<file path="config.mk">
export PLATFORM = sky130hd
export DESIGN_NAME = tcs_sequencer
export DESIGN_NICKNAME = d
export VERILOG_FILES = /design/src/tcs_pkg.sv /design/src/tcs_sequencer.sv
export SDC_FILE = /design/constraint.sdc
export NUM_CORES = 1
export LEC_CHECK = 0
export CAP_MARGIN = 25
export CORE_ASPECT_RATIO = 0.5
export CORE_MARGIN = 2
export CORE_UTILIZATION = 40
export DETAILED_ROUTE_END_ITERATION = 10
export DONT_BUFFER_PORTS = 1
export MAX_ROUTING_LAYER = met4
export PLACE_DENSITY = 0.51
export REMOVE_ABC_BUFFERS = 1
export SLEW_MARGIN = 20
export SYNTH_ARGS = -nofsm -noshare
export SYNTH_HDL_FRONTEND = slang
export SYNTH_SLANG_ARGS = --single-unit
</file>
<file path="constraint.sdc">
create_clock -name clk_i -period 6.45 [get_ports clk_i]
set_input_delay 0.9675 -clock clk_i [delete_from_list [all_inputs] [get_ports clk_i]]
set_output_delay 0.9675 -clock clk_i [all_outputs]
set_load 0.01 [all_outputs]
</file>
<file path="src/tcs_pkg.sv">
// tcs_pkg: constants and types of the tare calibration sequencer
// Functional notes
// tare input active low, open reads idle
// six states idle enter bank1-3 save
// four programmable timing settings; the code has five, tx period included
// reset starts in idle, no calibration
// enter long press: go enter, flash green
// enter advances to bank one after delay
// bank leds flash green, others off
// engage: solid green, delay, zero, advance
// banks two, three behave like bank one
// save state blinks all green/red alternately
// save long press commits all, idle
// double press steps back one state
// double press in enter cancels to idle
// cancel leaves stored calibration untouched
// non idle forces tx period 1000 ms
// debounce tare input before timing presses
// double press: two short taps, window
// lone short press changes nothing
`default_nettype none
package tcs_pkg;
  // clock and millisecond tick
  localparam int unsigned CLK_PERIOD_NS = 40;
  localparam int unsigned MS_NS         = 1000000;
  localparam int unsigned CYC_PER_MS    = MS_NS / CLK_PERIOD_NS;
  // fixed timings in ms
  localparam logic [15:0] CAL_TX_PERIOD_MS = 16'd1000;
  localparam logic [15:0] TAP_WINDOW_MS    = 16'd400;
  localparam logic [15:0] BLINK_HALF_MS    = 16'd250;
  // register byte offsets
  localparam logic [7:0] REG_DEBOUNCE  = 8'h00;
  localparam logic [7:0] REG_ENTER_LP  = 8'h04;
  localparam logic [7:0] REG_ENGAGE_LP = 8'h08;
  localparam logic [7:0] REG_EXEC_DLY  = 8'h0c;
  localparam logic [7:0] REG_TX_PERIOD = 8'h10;
  localparam logic [7:0] REG_STATUS    = 8'h14;
  // reset values in ms
  localparam logic [15:0] RST_DEBOUNCE  = 16'd20;
  localparam logic [15:0] RST_ENTER_LP  = 16'd3000;
  localparam logic [15:0] RST_ENGAGE_LP = 16'd2000;
  localparam logic [15:0] RST_EXEC_DLY  = 16'd3000;
  localparam logic [15:0] RST_TX_PERIOD = 16'd100;
  // status fields and channel counts
  localparam int unsigned ST_STATE_LSB = 0;
  localparam int unsigned ST_SOLID_BIT = 3;
  localparam int unsigned ST_PRESS_BIT = 4;
  localparam int unsigned NUM_CH       = 12;
  localparam int unsigned BANK_CH      = 4;
  // gray coded along the forward path
  typedef enum logic [2:0] {
    CAL_IDLE  = 3'h0,
    CAL_ENTER = 3'h1,
    CAL_BANK1 = 3'h3,
    CAL_BANK2 = 3'h2,
    CAL_BANK3 = 3'h6,
    CAL_SAVE  = 3'h7
  } tcs_state_t;
endpackage : tcs_pkg
`default_nettype wire

</file>
<file path="src/tcs_sequencer.sv">
// tcs_sequencer: tare button calibration sequencer with wishbone regs
//
// Chosen here: the Wishbone interface to the registers and the placing of the registers.
`default_nettype none
module tcs_sequencer #(
  parameter int unsigned TICK_CYC = tcs_pkg::CYC_PER_MS  // cycles per ms
) (
  input  wire logic        clk_i,      // 25 mhz system clock
  input  wire logic        rst_i,      // synchronous reset, high
  input  wire logic        tare_n_i,   // raw tare pin, low = pressed
  input  wire logic        wb_cyc_i,   // wishbone cycle
  input  wire logic        wb_stb_i,   // wishbone strobe
  input  wire logic        wb_we_i,    // wishbone write
  input  wire logic [7:0]  wb_adr_i,   // byte address
  input  wire logic [31:0] wb_dat_i,   // write data
  input  wire logic [3:0]  wb_sel_i,   // byte selects
  output logic             wb_ack_o,   // acknowledge
  output logic [31:0]      wb_dat_o,   // read data
  output logic [11:0]      led_grn_o,  // channel leds, green
  output logic [11:0]      led_red_o,  // channel leds, red
  output logic [2:0]       zero_bank_o,// pulse: zero bank 1..3
  output logic             save_o,     // pulse: commit all to nvm
  output logic             cal_active_o, // calibration in progress
  output logic [15:0]      tx_period_o // can tx period in ms
);
  import tcs_pkg::*;

  localparam logic [31:0] TICK_LAST = 32'(TICK_CYC - 1);

  typedef struct packed {
    logic [1:0]  sync;
    logic        dbn;
    logic        dbp;
    logic [15:0] db_cnt;
    logic [31:0] tick_cnt;
    logic [15:0] hold;
    logic        lp_done;
    logic        tap_pend;
    logic [15:0] gap;
    logic [15:0] timer;
    logic [15:0] blink_cnt;
    logic        blink;
    tcs_state_t  state;
    logic        solid;
    logic [15:0] cfg_db;
    logic [15:0] cfg_enter;
    logic [15:0] cfg_engage;
    logic [15:0] cfg_delay;
    logic [15:0] cfg_tx;
    logic        ack;
    logic [31:0] dat;
    logic [11:0] grn;
    logic [11:0] red;
    logic [2:0]  zero;
    logic        save;
    logic        active;
    logic [15:0] tx;
  } tcs_regs_t;

  tcs_regs_t s;
  tcs_regs_t next_s;

  // state after a completed step
  function automatic tcs_state_t step_fwd(input tcs_state_t st);
    case (st)
      CAL_BANK1: step_fwd = CAL_BANK2;
      CAL_BANK2: step_fwd = CAL_BANK3;
      default:   step_fwd = CAL_SAVE;
    endcase
  endfunction : step_fwd

  // state one step back
  function automatic tcs_state_t step_back(input tcs_state_t st);
    case (st)
      CAL_BANK1: step_back = CAL_ENTER;
      CAL_BANK2: step_back = CAL_BANK1;
      CAL_BANK3: step_back = CAL_BANK2;
      CAL_SAVE:  step_back = CAL_BANK3;
      default:   step_back = CAL_IDLE;
    endcase
  endfunction : step_back

  // one-hot bank index of a bank state
  function automatic logic [2:0] bank_sel(input tcs_state_t st);
    case (st)
      CAL_BANK1: bank_sel = 3'h1;
      CAL_BANK2: bank_sel = 3'h2;
      CAL_BANK3: bank_sel = 3'h4;
      default:   bank_sel = 3'h0;
    endcase
  endfunction : bank_sel

  // led mask, four channels per bank
  function automatic logic [11:0] bank_mask(input tcs_state_t st);
    logic [2:0] b;
    b = bank_sel(st);
    bank_mask = {{4{b[2]}}, {4{b[1]}}, {4{b[0]}}};
  endfunction : bank_mask

  // byte-lane merge for 16 bit settings
  function automatic logic [15:0] wr16(input logic [15:0] old,
                                       input logic [31:0] d,
                                       input logic [3:0]  sel);
    wr16[7:0]  = sel[0] ? d[7:0]  : old[7:0];
    wr16[15:8] = sel[1] ? d[15:8] : old[15:8];
  endfunction : wr16

  logic        tick;
  logic        pressed_raw;
  logic        lp_evt;
  logic        dbl_evt;
  logic        wr_en;
  logic [15:0] lp_thr;
  logic        delay_done;

  always_comb begin
    next_s      = s;
    lp_evt      = 1'b0;
    dbl_evt     = 1'b0;
    next_s.zero = 3'h0;
    next_s.save = 1'b0;

    // millisecond tick; all timing settings are in ms
    tick = (s.tick_cnt == TICK_LAST);
    next_s.tick_cnt = tick ? 32'h0 : s.tick_cnt + 32'h1;

    // two-stage synchroniser; pin idles high through pull-up
    next_s.sync = {s.sync[0], tare_n_i};
    pressed_raw = ~s.sync[1];

    // debounce: level must hold the set time before accepted
    if (pressed_raw != s.dbn) begin
      if (s.db_cnt >= s.cfg_db) begin
        next_s.dbn    = pressed_raw;
        next_s.db_cnt = 16'h0;
      end else if (tick) begin
        next_s.db_cnt = s.db_cnt + 16'h1;
      end
    end else begin
      next_s.db_cnt = 16'h0;
    end
    next_s.dbp = s.dbn;

    // press duration, saturating
    if (s.dbn && !s.dbp) begin
      next_s.hold    = 16'h0;
      next_s.lp_done = 1'b0;
    end else if (s.dbn && tick && s.hold != 16'hffff) begin
      next_s.hold = s.hold + 16'h1;
    end

    // long press fires once while still held
    lp_thr = (s.state == CAL_IDLE) ? s.cfg_enter : s.cfg_engage;
    if (s.dbn && s.dbp && !s.lp_done && s.hold >= lp_thr) begin
      lp_evt         = 1'b1;
      next_s.lp_done = 1'b1;
    end

    // tap pairing on release; a long press kills a pending tap
    if (!s.dbn && s.dbp) begin
      if (s.lp_done || s.hold >= s.cfg_engage) begin
        next_s.tap_pend = 1'b0;
      end else if (s.tap_pend) begin
        dbl_evt         = 1'b1;
        next_s.tap_pend = 1'b0;
      end else begin
        next_s.tap_pend = 1'b1;
        next_s.gap      = 16'h0;
      end
    end else if (s.tap_pend && !s.dbn) begin
      // second press must start inside the window
      if (s.gap >= TAP_WINDOW_MS) begin
        next_s.tap_pend = 1'b0;
      end else if (tick) begin
        next_s.gap = s.gap + 16'h1;
      end
    end

    // step timer
    if (tick && s.timer != 16'hffff) begin
      next_s.timer = s.timer + 16'h1;
    end
    delay_done = (s.timer >= s.cfg_delay);

    // sequencer
    case (s.state)
      CAL_IDLE: begin
        if (lp_evt) begin
          next_s.state = CAL_ENTER;
        end
      end
      CAL_ENTER: begin
        if (dbl_evt) begin
          // cancel: no save pulse, nvm keeps old values
          next_s.state = CAL_IDLE;
        end else if (delay_done) begin
          next_s.state = CAL_BANK1;
        end
      end
      CAL_BANK1, CAL_BANK2, CAL_BANK3: begin
        if (dbl_evt && (!s.solid || !delay_done)) begin
          next_s.state = step_back(s.state);
          next_s.solid = 1'b0;
        end else if (s.solid && delay_done) begin
          next_s.zero  = bank_sel(s.state);
          next_s.state = step_fwd(s.state);
          next_s.solid = 1'b0;
        end else if (!s.solid && lp_evt) begin
          next_s.solid = 1'b1;
          next_s.timer = 16'h0;
        end
      end
      CAL_SAVE: begin
        if (dbl_evt) begin
          next_s.state = CAL_BANK3;
        end else if (lp_evt) begin
          next_s.save  = 1'b1;
          next_s.state = CAL_IDLE;
        end
      end
      default: begin
        next_s.state = CAL_IDLE;
        next_s.solid = 1'b0;
      end
    endcase
    if (next_s.state != s.state) begin
      next_s.timer = 16'h0;
    end

    // blink phase for flashing leds
    if (s.blink_cnt >= BLINK_HALF_MS) begin
      next_s.blink_cnt = 16'h0;
      next_s.blink     = ~s.blink;
    end else if (tick) begin
      next_s.blink_cnt = s.blink_cnt + 16'h1;
    end
    // restart lit on a state change; a short state would stay dark
    if (next_s.state != s.state) begin
      next_s.blink_cnt = 16'h0;
      next_s.blink     = 1'b1;
    end

    // led feedback
    next_s.grn = 12'h000;
    next_s.red = 12'h000;
    case (s.state)
      CAL_ENTER: next_s.grn = {NUM_CH{s.blink}};
      CAL_BANK1, CAL_BANK2, CAL_BANK3: begin
        next_s.grn = bank_mask(s.state) &
                     {NUM_CH{s.solid | s.blink}};
      end
      CAL_SAVE: begin
        next_s.grn = {NUM_CH{s.blink}};
        next_s.red = {NUM_CH{~s.blink}};
      end
      default: next_s.grn = 12'h000;
    endcase

    // tx period override outside idle
    next_s.active = (s.state != CAL_IDLE);
    next_s.tx = next_s.active ? CAL_TX_PERIOD_MS : s.cfg_tx;

    // wishbone classic slave, one wait state, ack for any address
    next_s.ack = wb_cyc_i & wb_stb_i & ~s.ack;
    wr_en = wb_cyc_i & wb_stb_i & wb_we_i & ~s.ack;
    if (wr_en) begin
      case (wb_adr_i)
        REG_DEBOUNCE:  next_s.cfg_db = wr16(s.cfg_db, wb_dat_i, wb_sel_i);
        REG_ENTER_LP:
          next_s.cfg_enter = wr16(s.cfg_enter, wb_dat_i, wb_sel_i);
        REG_ENGAGE_LP:
          next_s.cfg_engage = wr16(s.cfg_engage, wb_dat_i, wb_sel_i);
        REG_EXEC_DLY:
          next_s.cfg_delay = wr16(s.cfg_delay, wb_dat_i, wb_sel_i);
        REG_TX_PERIOD: next_s.cfg_tx = wr16(s.cfg_tx, wb_dat_i, wb_sel_i);
        default: next_s.cfg_tx = s.cfg_tx;
      endcase
    end
    // read data; unmapped reads zero
    case (wb_adr_i)
      REG_DEBOUNCE:  next_s.dat = {16'h0, s.cfg_db};
      REG_ENTER_LP:  next_s.dat = {16'h0, s.cfg_enter};
      REG_ENGAGE_LP: next_s.dat = {16'h0, s.cfg_engage};
      REG_EXEC_DLY:  next_s.dat = {16'h0, s.cfg_delay};
      REG_TX_PERIOD: next_s.dat = {16'h0, s.cfg_tx};
      REG_STATUS: begin
        next_s.dat = 32'h0;
        next_s.dat[ST_STATE_LSB +: 3] = s.state;
        next_s.dat[ST_SOLID_BIT]      = s.solid;
        next_s.dat[ST_PRESS_BIT]      = s.dbn;
      end
      default: next_s.dat = 32'h0;
    endcase
  end

  // single state register; reset lands in idle
  always_ff @(posedge clk_i) begin
    if (rst_i) begin
      s            <= '0;
      s.sync       <= 2'h3;
      s.state      <= CAL_IDLE;
      s.cfg_db     <= RST_DEBOUNCE;
      s.cfg_enter  <= RST_ENTER_LP;
      s.cfg_engage <= RST_ENGAGE_LP;
      s.cfg_delay  <= RST_EXEC_DLY;
      s.cfg_tx     <= RST_TX_PERIOD;
      s.tx         <= RST_TX_PERIOD;
    end else begin
      s <= next_s;
    end
  end

  assign wb_ack_o     = s.ack;
  assign wb_dat_o     = s.dat;
  assign led_grn_o    = s.grn;
  assign led_red_o    = s.red;
  assign zero_bank_o  = s.zero;
  assign save_o       = s.save;
  assign cal_active_o = s.active;
  assign tx_period_o  = s.tx;
endmodule : tcs_sequencer
`default_nettype wire

</file>
==> After elaboration in Yosys (flattened, before gate mapping) <==
Cells that the tools add are included.
{ "op_classes": {"addsub": 6, "mux": 42, "magnitude_cmp": 6, "multipliers": 0, "n_bitwise": 14, "eq_ne": 19, "reduce_logical": 53, "n_div": 0, "shifts": 0} }
{ "op_table": {"columns": ["operator", "count"], "rows": [
  ["two-way mux 16 bit", 10],
  ["one-hot mux 16 bit (6 select lines)", 1],
  ["adder 16 x 1 -> 16 bit, second input constant", 5],
  [">= comparator 16 bit", 4],
  ["two-way mux 17 bit", 2],
  ["adder 32 x 1 -> 32 bit, second input constant", 1],
  ["equality test 32 x 15 -> 1 bit, second input constant", 1],
  ["!= test 16 bit, second input constant", 2],
  ["AND reduction 3 bit", 10],
  ["one-hot mux 12 bit (2 select lines)", 1],
  ["two-way mux 3 bit", 7],
  ["equality test 8 x 4 -> 1 bit, second input constant", 2],
  ["equality test 8 x 5 -> 1 bit, second input constant", 2],
  [">= comparator 16 x 8 -> 1 bit, second input constant", 1],
  [">= comparator 16 x 9 -> 1 bit, second input constant", 1],
  ["OR reduction 3 bit", 5],
  ["two-way mux 1 bit", 14],
  ["AND 12 bit", 1],
  ["logical AND 1 bit", 12],
  ["one-hot mux 3 bit (4 select lines)", 1],
  ["OR reduction 2 bit", 6],
  ["two-way mux 10 bit", 1],
  ["nonzero test 2 bit", 5],
  ["one-hot mux 3 bit (3 select lines)", 1],
  ["23 further kinds", 44]
]} }
{ "word_totals": {"ramBits": 0, "romBits": 0, "inputBits": 50, "output_inout_bits": 78, "mem_count": 0, "ff_bits": 270, "latchBits": 0} }

==> Depth between registers and ports, before layout <==
{ "logic_depth": {"depth_word": 12, "mapped_depth": 16, "depth_no_buf": 13} }

==> Least setup slack after synthesis <==
OpenSTA, ideal clock, no wires.
{ "synth_timing": {"kind": "register to register", "from": "reg s[159] (netlist name)", "to": "reg s[165] (netlist name)", "synth_period_minus_slack_ns": 3.889, "required_time_ns": 6.322, "path_slack_ns": 2.561, "t_arrival_ns": 3.761, "n_path_buf": 4, "stages_incl_launch_ff": 15, "cell_sequence": "dfxtp_1 -> clkbuf_1 -> nor3_1 -> buf_1 -> buf_1 -> mux2i_1 -> ha_1 -> nand4_1 -> a2111oi_0 -> a211oi_2 -> nor3_1 -> o221ai_1 -> nand4_1 -> buf_2 -> nor3_1"} }
{ "synth_via": {"elab_chain_cells": 10, "elab_cells_between_ends": 23, "classes_between": "1 x order compare; 6 x eq/ne; 12 x mux; 4 x reduce/logical"} }
{ "synth_lines": {"columns": ["element", "line", "rtl"], "rows": [
  ["start, declared", "tcs_sequencer.sv:60", "tcs_regs_t s;"],
  ["start signal, assigned", "tcs_sequencer.sv:309", "s <= next_s;"],
  ["zero test 3 bit", "tcs_sequencer.sv:153, tcs_sequencer.sv:186", null],
  ["two-way mux 16 bit", "tcs_sequencer.sv:153", "lp_thr = (s.state == CAL_IDLE) ? s.cfg_enter : s.cfg_engage;"],
  [">= comparator 16 bit", "tcs_sequencer.sv:154", "if (s.dbn && s.dbp && !s.lp_done && s.hold >= lp_thr) begin"],
  ["logical AND 1 bit", "tcs_sequencer.sv:154", null],
  ["two-way mux 1 bit", "tcs_sequencer.sv:154", null],
  ["two-way mux 3 bit", "tcs_sequencer.sv:216", "end else if (lp_evt) begin"],
  ["two-way mux 3 bit", "tcs_sequencer.sv:214", "if (dbl_evt) begin"],
  ["one-hot mux 3 bit (4 select lines)", "tcs_sequencer.sv:186", "case (s.state)"],
  ["!= test 3 bit (*)", "tcs_sequencer.sv:238", "if (next_s.state != s.state) begin"],
  ["OR reduction 3 bit (no source line) (*)", null, null]
]} }
Mark *: on every way between the ends. The rest lies on a longest branch, timed or not.
A chain may end at the register's enable or synchronous reset.

==> Worst setup path after layout <==
{ "layout_timing": {"from": "reg s[161] (netlist name)", "to": "reg s[164] (netlist name)"} }
The elaborated chain is that of the path after synthesis.

==> impl_metrics.py <==
metrics = {
    "clocking": {
        "htreeDepth": 1,
        "cts-root-buf": "clkbuf_16",
        "path_clk_slew_ps": 70,
        "clkLatencyLatePin_ps": 540,
        "post_cts_buffers": 0,
        "cts_resized": 0,
        "cts.sinks": 245,
        "clk_path_buf_depth": 3,
        "cts_buffers": 24,
        "cts_tree": "built",
        "cts_hold_buf": 0,
    },
    "synthesis": {
        "yosysTopAreaCell": "dfxtp_1",
        "ys_seq_elements": 245,
        "synth_most_common_cell": "dfxtp_1",
        "synth_cell_type_count": 65,
        "ys_async_sr_fraction_pct": 0,
        "ys_warn_count": 0,
        "syn_area_per_cell_um2": 8.35,
        "ys_top_cells_by_area": "dfxtp_1 40%, ha_1 7.3%, nand2_1 5.3%",
        "syn_area_um2": 12300,
        "yosysSeqAreaShare_pct": 39.8,
        "netlist_instances": 1475,
        "synth_top_area_share_pct": 39.8,
        "synthTopCellsByCount": "245 x dfxtp_1, 173 x nand2_1, 169 x nor2_1, 97 x a21oi_1, 75 x buf_4",
        "synth_edf_count": 0,
        "ys.flop_type": "dfxtp_1",
    },
    "timing": {
        "slew_viol_final": 0,
        "fin_crit_ps": 4180,
        "clock_skew_ps": 13.4,
        "max_slew_margin_pct": 31.5,
        "fin_crit_sh_pct": 64.8,
        "max_freq_mhz": 239,
        "worstMarginPinSlew_ps": 1030,
        "tns_ps": 0,
        "finalHoldViolCount": 0,
        "setup_viol": 0,
        "rsz0062_at_grt": "no",
    },
    "floorplan": {
        "die_h_um": 128,
        "die-area_um2": 32300,
        "num_rows": 45,
        "initial_core_util_pct": 40.7,
        "die_w_um": 252,
        "core_area_um2": 30300,
        "pin_count": 128,
    },
    "setup_path": {
        "endpoint_kind": "flop",
        "start_kind": "flop",
        "criticalPathCategory": "flop to flop",
        "rr_startpoint": "s[161]",
        "arrival_ps": 4620,
        "startpoint": "s[161]",
        "path_max_fanout": 25,
        "required_ps": 6890,
    },
    "grt": {
        "grt_usage_pct": 20.1,
        "grt_pass1_wl_um": 49900,
        "overflow": 0,
        "antenna_found_initial": 0,
        "grt_max_degree": 119,
        "grt_pass1_vias": 8855,
    },
    "layout": {
        "fin_area_um2": 13000,
        "num_antenna_cells": 0,
        "drive_above_1_share_pct": 5.11,
        "fin_util_pct": 43.0,
        "layout-area-overhead-vs-synth_pct": 5.73,
        "fin_nets": 1513,
    },
    "routing": {
        "wl_per_cell_um": 17.7,
        "via_per_inst": 5.30,
        "drc": 0,
        "num_vias": 9582,
        "ant_nets": 0,
        "first_pass_iters": 5,
        "first_iter_violations": 696,
        "routed_wl_um": 31900,
    },
    "placed_design": {
        "portBuffers": 0,
        "dpl_cell_area_um2": 12200,
        "dp_hpwl_um": 22800,
        "gp_congestion": 0.862,
    },
    "worst_hold_path": {
        "worstHoldPathType": "flop to flop",
        "hold_start": "next_s[280]",
    },
    "power_and_ir_drop": {
        "power_density_nw_per_um2": 238,
        "power.leakage_nw": 5.02,
        "ir_worst_vdd_mv": 0.150,
    },
    "flow_run": {
        "maxCapViolCount": 0,
    },
    "outcome": {
        "outcome": "finished, final reports clean",
    },
}
==> area by class of cell <==
| class | count | area [um2] |
|---|---|---|
| fillers | 3032 | 17300 |
| multi-input cells | 1042 | 6430 |
| flip-flops and latches | 245 | 4900 |
| clock buffers | 33 | 726 |
| well taps | 399 | 499 |
| inverters | 69 | 259 |
| clock inverters | 11 | 140 |
| repair buffers | 9 | 67.6 |
==> through the flow <==
stage | std cells | power, W | hold slack, ps | setup slack [ps]
floorplan | 1356 | 0.00158 | 389 | 1220
global placement | 1764 | 0.00159 | 406 | 2310
detailed placement | 1764 | 0.00159 | 404 | 2260
CTS | 1808 | 0.00314 | 420 | 2230
global route | 1808 | 0.00321 | 433 | 1960
finish | 1808 | 0.00310 | 415 | 2270
==> kinds of logic after synthesis <==
logic type,after synthesis,share of synthesized area [%]
simple gates,584,22.4
flops,245,39.8
compound gates,239,12.5
buf+inv,211,8.78
xor+xnor,81,5.76
fa+ha+maj,72,7.31
mux,42,3.42
other cells,1,0.0304
==> report_power, final <==
group	switching (W)	internal [W]
registers	0.00000365	0.00152
logic	0.0000235	0.0000100
clock network	0.000632	0.000909
total	0.000659	0.00244
==> routing by layer <==
layer | up-vias | GRT usage [%] | part of all wire, %
met4 | 0 | 4.18 | 1.9
met1 | 4517 | 28.3 | 49
met3 | 39 | 3.09 | 5.2
met5 | - | - | 0
met2 | 216 | 30.6 | 44
li1 | 4810 | - | -
==> placed cells by master, fill, tap and decap left out, types with 11 or more instances in the layout <==
cell type and instances:
nand3_1 55, a22oi_1 27, nor3_1 34, nand3b_1 11
a21oi_1 97, xnor2_1 30, and3_1 22, conb_1 24
nand2_1 173, or3_1 14, o21ai_0 41, mux2i_1 41
inv_1 69, nor2_1 169, clkbuf_16 25, ha_1 72
a211o_1 12, xor2_1 51, nand4_1 33, dfxtp_1 245
and2_1 13, nor4_1 14
==> critical path: stages (launching register included) <==
cell       delay, ps
dfxtp_1          530
nor3_2           250
buf_4            380
mux2i_1          280
ha_1             270
a211oi_1         250
nor2_1            90
or3_1            380
a211oi_2         420
nor3_1           230
o311ai_1         290
nand4_1          120
buf_4            240
a2111oi_2        330
==> state kept, by name, summed over array words and instances (netlist names) <==
signal        count
s               201
tx_period_o      16
wb_dat_o         16
led_grn_o         3
zero_bank_o       3
next_s            2
cal_active_o      1
led_red_o         1
save_o            1
wb_ack_o          1
==> worst paths after layout <==
path             to  slack, ps  cells after the start
max          s[164]       2270                     13
min          s[280]        410                      1
max reg2reg  s[164]       2270                     13
min reg2reg  s[280]        410                      1
Note: power is estimated with default switching activity, not from simulation.
